**config.mk**
```make
export PLATFORM = sky130hd
export DESIGN_NAME = bcr_ctrl
export DESIGN_NICKNAME = d
export VERILOG_FILES = /design/src/rtl/bcr_pkg.sv /design/src/rtl/bcr_ctrl.sv
export VERILOG_INCLUDE_DIRS = /design/src /design/src/rtl
export SDC_FILE = /design/constraint.sdc
export NUM_CORES = 2
export LEC_CHECK = 0
export BUFFER_PORTS_ARGS = -buffer_cell sky130_fd_sc_hd__buf_2
export CAP_MARGIN = 0
export CORE_UTILIZATION = 30
export CTS_BUF_LIST = sky130_fd_sc_hd__clkbuf_4
export DETAILED_ROUTE_END_ITERATION = 7
export GPL_TIMING_DRIVEN = 0
export SYNTH_ARGS = -nofsm -noshare
export SYNTH_HDL_FRONTEND = slang
export SYNTH_SLANG_ARGS = --single-unit
export TNS_END_PERCENT = 30
```
**constraint.sdc**
```tcl
create_clock -name clk -period 6.55 [get_ports clk]
set_input_delay 1.31 -clock clk [delete_from_list [all_inputs] [get_ports clk]]
set_output_delay 1.31 -clock clk [all_outputs]
set_load 0.01 [all_outputs]
```
**src/rtl/bcr_defines.svh**
```systemverilog
// Register offsets, field positions and opcodes for the cache and reservation controller
`ifndef BCR_DEFINES_SVH
`define BCR_DEFINES_SVH
`define BCR_OFF_CTRL 8'h00
`define BCR_OFF_CMD 8'h04
`define BCR_OFF_LBA 8'h08
`define BCR_OFF_LEN 8'h0c
`define BCR_OFF_VERDICT 8'h10
`define BCR_OFF_RES_SEL 8'h14
`define BCR_OFF_RES_ID 8'h18
`define BCR_OFF_RES_START 8'h1c
`define BCR_OFF_RES_END 8'h20
`define BCR_OFF_STATUS 8'h24
`define BCR_OFF_DEFER 8'h28
`define BCR_CTRL_GO 0
`define BCR_CTRL_WB 1
`define BCR_CTRL_PERINIT 2
`define BCR_CTRL_SYNC_DONE 3
`define BCR_CTRL_DEFER_CLR 4
`define BCR_CTRL_SYNC_ERR 5
`define BCR_NUM_RES 4
`define BCR_OP_TUR 8'h00
`define BCR_OP_REZERO 8'h01
`define BCR_OP_REQ_SENSE 8'h03
`define BCR_OP_FORMAT 8'h04
`define BCR_OP_REASSIGN 8'h07
`define BCR_OP_READ 8'h08
`define BCR_OP_WRITE 8'h0a
`define BCR_OP_SEEK 8'h0b
`define BCR_OP_INQUIRY 8'h12
`define BCR_OP_MODE_SEL 8'h15
`define BCR_OP_COPY 8'h18
`define BCR_OP_MODE_SENSE 8'h1a
`define BCR_OP_START_STOP 8'h1b
`define BCR_OP_RECV_DIAG 8'h1c
`define BCR_OP_SEND_DIAG 8'h1d
`define BCR_OP_PREVENT 8'h1e
`define BCR_OP_READ_CAP 8'h25
`define BCR_OP_VERIFY 8'h2f
`define BCR_OP_WRITE_VERIFY 8'h2e
`define BCR_OP_SET_LIMITS 8'h33
`define BCR_OP_PREFETCH 8'h34
`define BCR_OP_SYNC_CACHE 8'h35
`define BCR_OP_LOCK_CACHE 8'h36
`define BCR_OP_READ_DEFECT 8'h37
`define BCR_OP_COMPARE 8'h39
`define BCR_OP_COPY_VERIFY 8'h3a
`define BCR_OP_WRITE_BUF 8'h3b
`define BCR_OP_READ_BUF 8'h3c
`define BCR_OP_CHANGE_DEF 8'h40
`define BCR_OP_LOG_SEL 8'h4c
`define BCR_OP_LOG_SENSE 8'h4d
`define BCR_CMD_OP_LSB 0
`define BCR_CMD_INIT_LSB 8
`define BCR_CMD_RA_BIT 12
`define BCR_CMD_FMA_BIT 13
`define BCR_CMD_FLAG_BIT 14
`define BCR_CMD_AFFECT_BIT 15
`define BCR_CMD_DUNIT_BIT 16
`define BCR_CMD_LOCK_BIT 17
`define BCR_RESP_OKAY 2'b00
`define BCR_RESP_SLVERR 2'b10
`endif

```
**src/rtl/bcr_pkg.sv**
```systemverilog
// Types shared by the cache and reservation controller
package bcr_pkg;
	typedef enum logic [1:0] {
		BCR_IDLE,
		BCR_FLUSH,
		BCR_DONE
	} bcr_state_e;
	typedef struct packed {
		logic [3:0] id;
		logic [31:0] start;
		logic [31:0] last;
		logic valid;
	} bcr_res_s;
	typedef struct packed {
		bcr_state_e st;
		bcr_res_s [3:0] res;
		logic [31:0] cmd;
		logic [31:0] lba;
		logic [31:0] len;
		logic [1:0] res_sel;
		logic wb;
		logic perinit;
		logic defer;
		logic conflict;
		logic [3:0] verdict;
		logic cmd_done;
		logic awdone;
		logic wdone;
		logic [7:0] awaddr;
		logic [31:0] wdata;
		logic bvalid;
		logic [1:0] bresp;
		logic rvalid;
		logic [31:0] rdata;
		logic [1:0] rresp;
		logic flush_req;
	} bcr_state_s;
endpackage

```
**src/rtl/bcr_ctrl.sv**
```systemverilog
// Command policy: cache use hints and extent reservation conflict checks
//
// Added by the designer: the register offsets and register access over AXI4-Lite.
`timescale 1ns/10ps
`include "bcr_defines.svh"
module bcr_ctrl import bcr_pkg::*; (
	input wire logic clk,
	input wire logic rst,
	input wire logic [7:0] s_axi_awaddr,
	input wire logic s_axi_awvalid,
	output logic s_axi_awready,
	input wire logic [31:0] s_axi_wdata,
	input wire logic [3:0] s_axi_wstrb,
	input wire logic s_axi_wvalid,
	output logic s_axi_wready,
	output logic [1:0] s_axi_bresp,
	output logic s_axi_bvalid,
	input wire logic s_axi_bready,
	input wire logic [7:0] s_axi_araddr,
	input wire logic s_axi_arvalid,
	output logic s_axi_arready,
	output logic [31:0] s_axi_rdata,
	output logic [1:0] s_axi_rresp,
	output logic s_axi_rvalid,
	input wire logic s_axi_rready,
	output logic flush_req
);
	// All state lives here
	bcr_state_s q_r;
	// Next state
	bcr_state_s d_nxt;
	// Handshake terms
	logic aw_fire, w_fire, ar_fire;
	// Write address/data combined
	logic wr_go;
	logic [31:0] wr_val;
	logic [7:0] wr_addr;

	// True when [a,b] overlaps any reservation not owned by id
	function automatic logic foreign_hit(input bcr_res_s [3:0] t, input logic [3:0] id,
			input logic [31:0] a, input logic [31:0] b);
		logic h;
		h = 1'b0;
		for (int i = 0; i < `BCR_NUM_RES; i++) begin
			if (t[i].valid && t[i].id != id && a <= t[i].last && b >= t[i].start) begin
				h = 1'b1;
			end
		end
		return h;
	endfunction

	// True when any other initiator holds any reservation
	function automatic logic foreign_any(input bcr_res_s [3:0] t, input logic [3:0] id);
		logic h;
		h = 1'b0;
		for (int i = 0; i < `BCR_NUM_RES; i++) begin
			if (t[i].valid && t[i].id != id) begin
				h = 1'b1;
			end
		end
		return h;
	endfunction

	// Conflict decision for one command against the table
	function automatic logic decide(input bcr_res_s [3:0] t, input logic [31:0] c,
			input logic [31:0] a, input logic [31:0] n, input logic perinit);
		logic [7:0] op;
		logic [3:0] id;
		logic [31:0] b;
		logic hit;
		logic any;
		op = c[`BCR_CMD_OP_LSB +: 8];
		id = c[`BCR_CMD_INIT_LSB +: 4];
		b = a + ((n == 32'h0000_0000) ? 32'h0000_0000 : n - 32'h0000_0001);
		hit = foreign_hit(t, id, a, b);
		any = foreign_any(t, id);
		case (op)
			`BCR_OP_INQUIRY, `BCR_OP_REQ_SENSE: decide = 1'b0;
			`BCR_OP_LOG_SEL, `BCR_OP_LOG_SENSE, `BCR_OP_MODE_SENSE, `BCR_OP_TUR,
			`BCR_OP_READ_BUF, `BCR_OP_WRITE_BUF, `BCR_OP_READ_DEFECT: decide = 1'b0;
			// capacity clear flag free, else treated as whole-unit
			`BCR_OP_READ_CAP: decide = c[`BCR_CMD_FLAG_BIT] & any;
			`BCR_OP_FORMAT, `BCR_OP_REZERO, `BCR_OP_START_STOP: decide = any;
			`BCR_OP_PREVENT: decide = c[`BCR_CMD_FLAG_BIT] & any;
			`BCR_OP_MODE_SEL: decide = any & c[`BCR_CMD_AFFECT_BIT] & ~perinit;
			`BCR_OP_SEND_DIAG, `BCR_OP_RECV_DIAG: decide = any & c[`BCR_CMD_AFFECT_BIT];
			`BCR_OP_CHANGE_DEF: decide = any & ~perinit;
			`BCR_OP_COMPARE, `BCR_OP_COPY, `BCR_OP_COPY_VERIFY:
				decide = hit | (c[`BCR_CMD_DUNIT_BIT] & any);
			`BCR_OP_SEEK, `BCR_OP_LOCK_CACHE, `BCR_OP_PREFETCH, `BCR_OP_SYNC_CACHE,
			`BCR_OP_REASSIGN, `BCR_OP_SET_LIMITS, `BCR_OP_READ, `BCR_OP_WRITE,
			`BCR_OP_VERIFY, `BCR_OP_WRITE_VERIFY: decide = hit;
			default: decide = any;
		endcase
	endfunction

	// Cache policy verdict bits: [0] keep residents [1] medium [2] bypass [3] lock
	function automatic logic [3:0] policy(input logic [31:0] c, input logic wb);
		logic [7:0] op;
		logic ra, fma, vfy;
		op = c[`BCR_CMD_OP_LSB +: 8];
		ra = c[`BCR_CMD_RA_BIT];
		fma = c[`BCR_CMD_FMA_BIT];
		vfy = (op == `BCR_OP_VERIFY) || (op == `BCR_OP_WRITE_VERIFY);
		policy = 4'h0;
		policy[0] = ra;
		// medium access forced; write-through unless write-back
		policy[1] = fma | vfy | ((op == `BCR_OP_WRITE) & ~wb);
		policy[2] = ra & (fma | vfy);
		// lock only by lock command; prefetch leaves unlocked
		policy[3] = (op == `BCR_OP_LOCK_CACHE) & c[`BCR_CMD_LOCK_BIT];
	endfunction

	assign aw_fire = s_axi_awvalid & ~q_r.awdone & ~q_r.bvalid;
	assign w_fire = s_axi_wvalid & ~q_r.wdone & ~q_r.bvalid;
	assign ar_fire = s_axi_arvalid & ~q_r.rvalid;
	assign wr_go = (q_r.awdone | aw_fire) & (q_r.wdone | w_fire);
	assign wr_addr = q_r.awdone ? q_r.awaddr : s_axi_awaddr;
	assign wr_val = q_r.wdone ? q_r.wdata : s_axi_wdata;

	// Next-state logic: bus slave, table and command sequencing
	always_comb begin
		logic [31:0] rd;
		logic mapped;
		logic [7:0] op;
		rd = 32'h0000_0000;
		mapped = 1'b1;
		op = q_r.cmd[7:0];
		d_nxt = q_r;
		// Write channel capture
		if (aw_fire) begin
			d_nxt.awdone = 1'b1;
			d_nxt.awaddr = s_axi_awaddr;
		end
		if (w_fire) begin
			d_nxt.wdone = 1'b1;
			d_nxt.wdata = s_axi_wdata;
		end
		if (q_r.bvalid && s_axi_bready) begin
			d_nxt.bvalid = 1'b0;
		end
		// Sequencer
		case (q_r.st)
			BCR_IDLE: begin
			end
			BCR_FLUSH: begin
			end
			BCR_DONE: d_nxt.st = BCR_IDLE;
			default: d_nxt.st = BCR_IDLE;
		endcase
		// Register write after both halves taken
		if (wr_go) begin
			d_nxt.awdone = 1'b0;
			d_nxt.wdone = 1'b0;
			d_nxt.bvalid = 1'b1;
			d_nxt.bresp = `BCR_RESP_OKAY;
			case (wr_addr)
				`BCR_OFF_CTRL: begin
					d_nxt.wb = wr_val[`BCR_CTRL_WB];
					d_nxt.perinit = wr_val[`BCR_CTRL_PERINIT];
					if (wr_val[`BCR_CTRL_GO] && q_r.st == BCR_IDLE) begin
						d_nxt.conflict = decide(q_r.res, q_r.cmd, q_r.lba, q_r.len,
							wr_val[`BCR_CTRL_PERINIT]);
						d_nxt.verdict = policy(q_r.cmd, wr_val[`BCR_CTRL_WB]);
						d_nxt.cmd_done = 1'b0;
						// flush before verify or on synchronize
						if (!d_nxt.conflict && (op == `BCR_OP_VERIFY ||
								op == `BCR_OP_WRITE_VERIFY || op == `BCR_OP_SYNC_CACHE)) begin
							d_nxt.st = BCR_FLUSH;
							d_nxt.flush_req = 1'b1;
						end else begin
							d_nxt.st = BCR_DONE;
							d_nxt.cmd_done = 1'b1;
						end
					end
					if (wr_val[`BCR_CTRL_SYNC_DONE] && q_r.st == BCR_FLUSH) begin
						d_nxt.flush_req = 1'b0;
						d_nxt.cmd_done = 1'b1;
						d_nxt.st = BCR_DONE;
						// flush error reported on this command
						if (wr_val[`BCR_CTRL_SYNC_ERR]) begin
							d_nxt.bresp = `BCR_RESP_SLVERR;
						end
					end
					if (wr_val[`BCR_CTRL_DEFER_CLR]) begin
						d_nxt.defer = 1'b0;
					end
				end
				`BCR_OFF_CMD: d_nxt.cmd = wr_val;
				`BCR_OFF_LBA: d_nxt.lba = wr_val;
				`BCR_OFF_LEN: d_nxt.len = wr_val;
				`BCR_OFF_RES_SEL: d_nxt.res_sel = wr_val[1:0];
				`BCR_OFF_RES_ID: begin
					d_nxt.res[q_r.res_sel].id = wr_val[3:0];
					d_nxt.res[q_r.res_sel].valid = wr_val[31];
				end
				`BCR_OFF_RES_START: d_nxt.res[q_r.res_sel].start = wr_val;
				`BCR_OFF_RES_END: d_nxt.res[q_r.res_sel].last = wr_val;
				`BCR_OFF_DEFER: begin
					// medium write error logged for a later command
					if (wr_val[0]) begin
						d_nxt.defer = 1'b1;
					end
				end
				default: d_nxt.bresp = `BCR_RESP_SLVERR;
			endcase
		end
		// Read channel
		if (q_r.rvalid && s_axi_rready) begin
			d_nxt.rvalid = 1'b0;
		end
		if (ar_fire) begin
			case (s_axi_araddr)
				`BCR_OFF_CTRL: rd = {29'h0, q_r.perinit, q_r.wb, 1'b0};
				`BCR_OFF_CMD: rd = q_r.cmd;
				`BCR_OFF_LBA: rd = q_r.lba;
				`BCR_OFF_LEN: rd = q_r.len;
				`BCR_OFF_VERDICT: rd = {27'h0, q_r.conflict, q_r.verdict};
				`BCR_OFF_RES_SEL: rd = {30'h0, q_r.res_sel};
				`BCR_OFF_RES_ID: rd = {q_r.res[q_r.res_sel].valid, 27'h0,
					q_r.res[q_r.res_sel].id};
				`BCR_OFF_RES_START: rd = q_r.res[q_r.res_sel].start;
				`BCR_OFF_RES_END: rd = q_r.res[q_r.res_sel].last;
				`BCR_OFF_STATUS: rd = {28'h0, q_r.flush_req, q_r.cmd_done,
					q_r.st == BCR_FLUSH, q_r.st != BCR_IDLE};
				`BCR_OFF_DEFER: rd = {31'h0, q_r.defer};
				default: mapped = 1'b0;
			endcase
			d_nxt.rvalid = 1'b1;
			d_nxt.rdata = rd;
			d_nxt.rresp = mapped ? `BCR_RESP_OKAY : `BCR_RESP_SLVERR;
		end
	end

	// State register
	always_ff @(posedge clk) begin
		if (rst) begin
			q_r <= '0;
		end else begin
			q_r <= d_nxt;
		end
	end

	// Outputs straight from flops; ready offered while channel slot free
	assign s_axi_awready = ~q_r.awdone & ~q_r.bvalid;
	assign s_axi_wready = ~q_r.wdone & ~q_r.bvalid;
	assign s_axi_arready = ~q_r.rvalid;
	assign s_axi_bvalid = q_r.bvalid;
	assign s_axi_bresp = q_r.bresp;
	assign s_axi_rvalid = q_r.rvalid;
	assign s_axi_rdata = q_r.rdata;
	assign s_axi_rresp = q_r.rresp;
	assign flush_req = q_r.flush_req;

	// Helper: foreign overlap of the staged command
	logic stage_hit;
	assign stage_hit = foreign_hit(q_r.res, q_r.cmd[11:8], q_r.lba,
		q_r.lba + ((q_r.len == 32'h0) ? 32'h0 : q_r.len - 32'h1));

	// Go strobe taken this cycle while idle; a plain term so it joins other terms
	logic go_now;
	assign go_now = wr_go && wr_addr == `BCR_OFF_CTRL && wr_val[`BCR_CTRL_GO] &&
		q_r.st == BCR_IDLE;
	// Opcode of the staged command
	logic [7:0] stage_op;
	assign stage_op = q_r.cmd[`BCR_CMD_OP_LSB +: 8];
endmodule

```
==> impl_metrics.env <==
export IMPL_drtAntennaViolNets=0
export IMPL_slew_violations=0
export IMPL_gp_congestion=0.971
export IMPL_numPortBuffers=92
export IMPL_clk_latency_ns=1.03
export IMPL_place_inst=4670
export IMPL_p_per_area_nw_per_um2=216
export IMPL_avgViaCountPerCell=5.48
export IMPL_syn2layout_area_growth_pct=17.2
export IMPL_drt_iter0_markers=2573
export IMPL_worst_pin_slew_ns=1.42
export IMPL_period_needed_ns=6.56
export IMPL_fin_nets=3947
export IMPL_hold_viol_final=0
export IMPL_synth_seq_cells=464
export IMPL_grt_pass1_vias=25617
export IMPL_whs_ns=0.452
export IMPL_track_usage=0.228
export IMPL_cp_slowest_cell="or4_4"
export IMPL_max_stage_delay_ns=0.57
export IMPL_crit_type="reg -> reg"
export IMPL_hpwl_mm=86.6
export IMPL_numCtsBuffers=137
export IMPL_critical_path_startpoint_type="flip-flop"
export IMPL_htree_num_levels=4
export IMPL_ys_warn_count=0
export IMPL_rrSetupSlack_ns=-0.008
export IMPL_stdcell_area_sq_um=33000
export IMPL_rsz0062_at_grt="true"
export IMPL_synth_flop_cell="dfxtp_1"
export IMPL_seq_area_frac_synth=0.330
export IMPL_synth_top_family_by_area="compound AO/OA/AOI/OAI gates"
export IMPL_synth_compound_area_frac=0.214
export IMPL_hold_end="q_r[76]$_SDFFE_PP0P_"
export IMPL_violations="setup timing"
export IMPL_cts_reportedPaths_clkPinSlew_ns=0.07
export IMPL_antenna_found_initial=5
export IMPL_min_path_type="reg -> reg"
export IMPL_root_buffer="clkbuf_4"
export IMPL_vdd_ir_drop_worst_uv=156
export IMPL_cp_end_kind="flip-flop"
export IMPL_routed_wl_mm=110
export IMPL_vias=27090
export IMPL_cp_data_required_time_ns=7.39
export IMPL_power_leakage_nw=12.4
export IMPL_fin_crit_sh=1.00
export IMPL_ios=101
export IMPL_setup_viol=1
export IMPL_placed_area_sq_um=30200
export IMPL_synth_simple_area_share=0.157
export IMPL_synthDistinctLibCells=87
export IMPL_syn_area_per_cell_sq_um=8.45
export IMPL_critPathMaxFanout=10
export IMPL_synth_area_mux_share=0.0692
export IMPL_syn_inst=3331
export IMPL_wl_per_cell_um=22.3
export IMPL_final_instance_count_excl_fill=4945
export IMPL_die_height_um=308
export IMPL_cts_tree="built"
export IMPL_r2r_start="q_r[108]$_SDFFE_PP0P_"
export IMPL_drc=0
export IMPL_final_layout_size_suffix_gt1_frac=0.159
export IMPL_die_x_um=308
export IMPL_cap_violations=0
export IMPL_synthXorXnorAreaFrac=0.0221
export IMPL_grt_max_degree=17
export IMPL_hold_start="q_r[76]$_SDFFE_PP0P_"
export IMPL_overflow=0
export IMPL_crit_family="compound AO/OA/AOI/OAI gates"
export IMPL_syn_area_sq_um=28100
export IMPL_final_setup_tns_ns=-0.00821
export IMPL_arrival_ns=7.40
export IMPL_fin_util=0.357
export IMPL_fin_worst_skew_ns=0.0566
export IMPL_post_place_ws_ns=-2.47
export IMPL_drtPass1Iterations=5
export IMPL_status="complete, but fails checks"
export IMPL_core_rowCount=111
export IMPL_coreArea_sq_um=92200
export IMPL_dieArea_sq_um=95000
export IMPL_synth_edf_count=0
export IMPL_clock_sinks=464
export IMPL_synthAdderAreaFrac=0.129
export IMPL_setup_ws_ns=-0.00821
export IMPL_fmax_mhz=152
export IMPL_maxSlewHeadroom=0.0534
export IMPL_grt_pass1_wl_mm=161
export IMPL_finalPower_mw=7.13
export IMPL_start_util=0.305
export IMPL_clockBufferDepth=3
export IMPL_min_path_cells=2
export IMPL_startpoint="q_r[108]$_SDFFE_PP0P_"
export IMPL_synthArstFlopShare=0
export IMPL_cts_hold_buf=0
export IMPL_rr_worst_depth=28
export IMPL_r2r_end="q_r[465]$_SDFF_PP0_"
export IMPL_path_buf_inv=2
## cell families after synthesis
| family | Yosys count |
|---|---|
| AOI/OAI and AO/OA | 866 |
| xor gates and xnor gates | 71 |
| adders and majority gates | 290 |
| buffers and inverters | 538 |
| DFF | 464 |
| muxes | 108 |
| other | 1 |
| and+or+nand+nor | 993 |
## worst reg2reg max path, delay by kind of cell, from the launching register on
kind | cells | cell delay (ns)
compound gates | 12 | 2.81
simple gates | 11 | 2.08
fa+ha+maj | 2 | 0.63
flops | 1 | 0.36
buf+inv | 2 | 0.32
xor+xnor | 1 | 0.23
## per-layer routing
layer | up-vias | wire length [um] | global-route usage
met5 | - | 9 | 0
met4 | 2 | 4770 | 0.103
met3 | 265 | 9630 | 0.0486
met2 | 1205 | 49700 | 0.364
met1 | 13026 | 46300 | 0.294
li1 | 12592 | - | -
## report_power, final
group | total [mW] | internal (mW) | switching, mW
registers | 2.87 | 2.85 | 0.0194
clock network | 2.90 | 1.50 | 1.40
logic | 1.36 | 0.469 | 0.886
total | 7.13 | 4.82 | 2.31
## what timing repair did
action,4_1_cts,5_1_grt
resized for setup,83,54
buffers inserted,19,13
pin swaps,31,45
setup endpoints to repair,5,5
## cell type report
class	instances	area, sq um
fillers	9691	59300
multi-input cells	2330	17400
flip-flops and latches	464	9300
well taps	1243	1560
clock buffers	188	1410
plain buffers	264	1200
inverters	274	1030
repair buffers	127	738
clock inverters	53	353
diodes	2	5.00
## worst max-delay path by stage
stage / to / slack [ns] / depth (start not counted)
floorplan: q_r[465]$_SDFF_PP0_ / 0.62 / 27
global placement: q_r[86]$_SDFFE_PP0P_ / -2.43 / 27
detailed placement: q_r[86]$_SDFFE_PP0P_ / -2.47 / 27
CTS: q_r[86]$_SDFFE_PP0P_ / 0.01 / 30
global route: q_r[81]$_SDFFE_PP0P_ / -0.10 / 29
finish: q_r[465]$_SDFF_PP0_ / -0.008 / 28
## synth_stat cells, types with 21 or more instances
cell type | instances | area share
a21oi_1 | 150 | 0.027
a21o_1 | 53 | 0.014
inv_1 | 274 | 0.037
nor2_1 | 525 | 0.070
nand2_1 | 203 | 0.027
o21ai_0 | 59 | 0.010
nand3_1 | 54 | 0.0096
mux2i_1 | 36 | 0.013
mux4_2 | 69 | 0.055
nor3_1 | 38 | 0.0068
buf_4 | 36 | 0.0096
nand4_1 | 50 | 0.011
a211oi_1 | 397 | 0.11
xnor2_1 | 34 | 0.011
xor2_1 | 37 | 0.012
dfxtp_1 | 464 | 0.33
nor4_1 | 21 | 0.0047
clkbuf_1 | 194 | 0.026
a22oi_1 | 98 | 0.026
ha_1 | 289 | 0.13
## cells in the final DEF (no fill, tap or decap), drive strengths merged, types with 42 or more instances in the layout
master,instances
dfxtp,464
nand3,54
o21ai,62
a22oi,98
clkinv,44
a21o,53
inv,277
buf,197
nand2,204
ha,289
nand4,50
a211oi,397
clkbuf,382
a21oi,151
nor2,530
mux4,69
nor3,42
(Power assumes the default switching activity.)
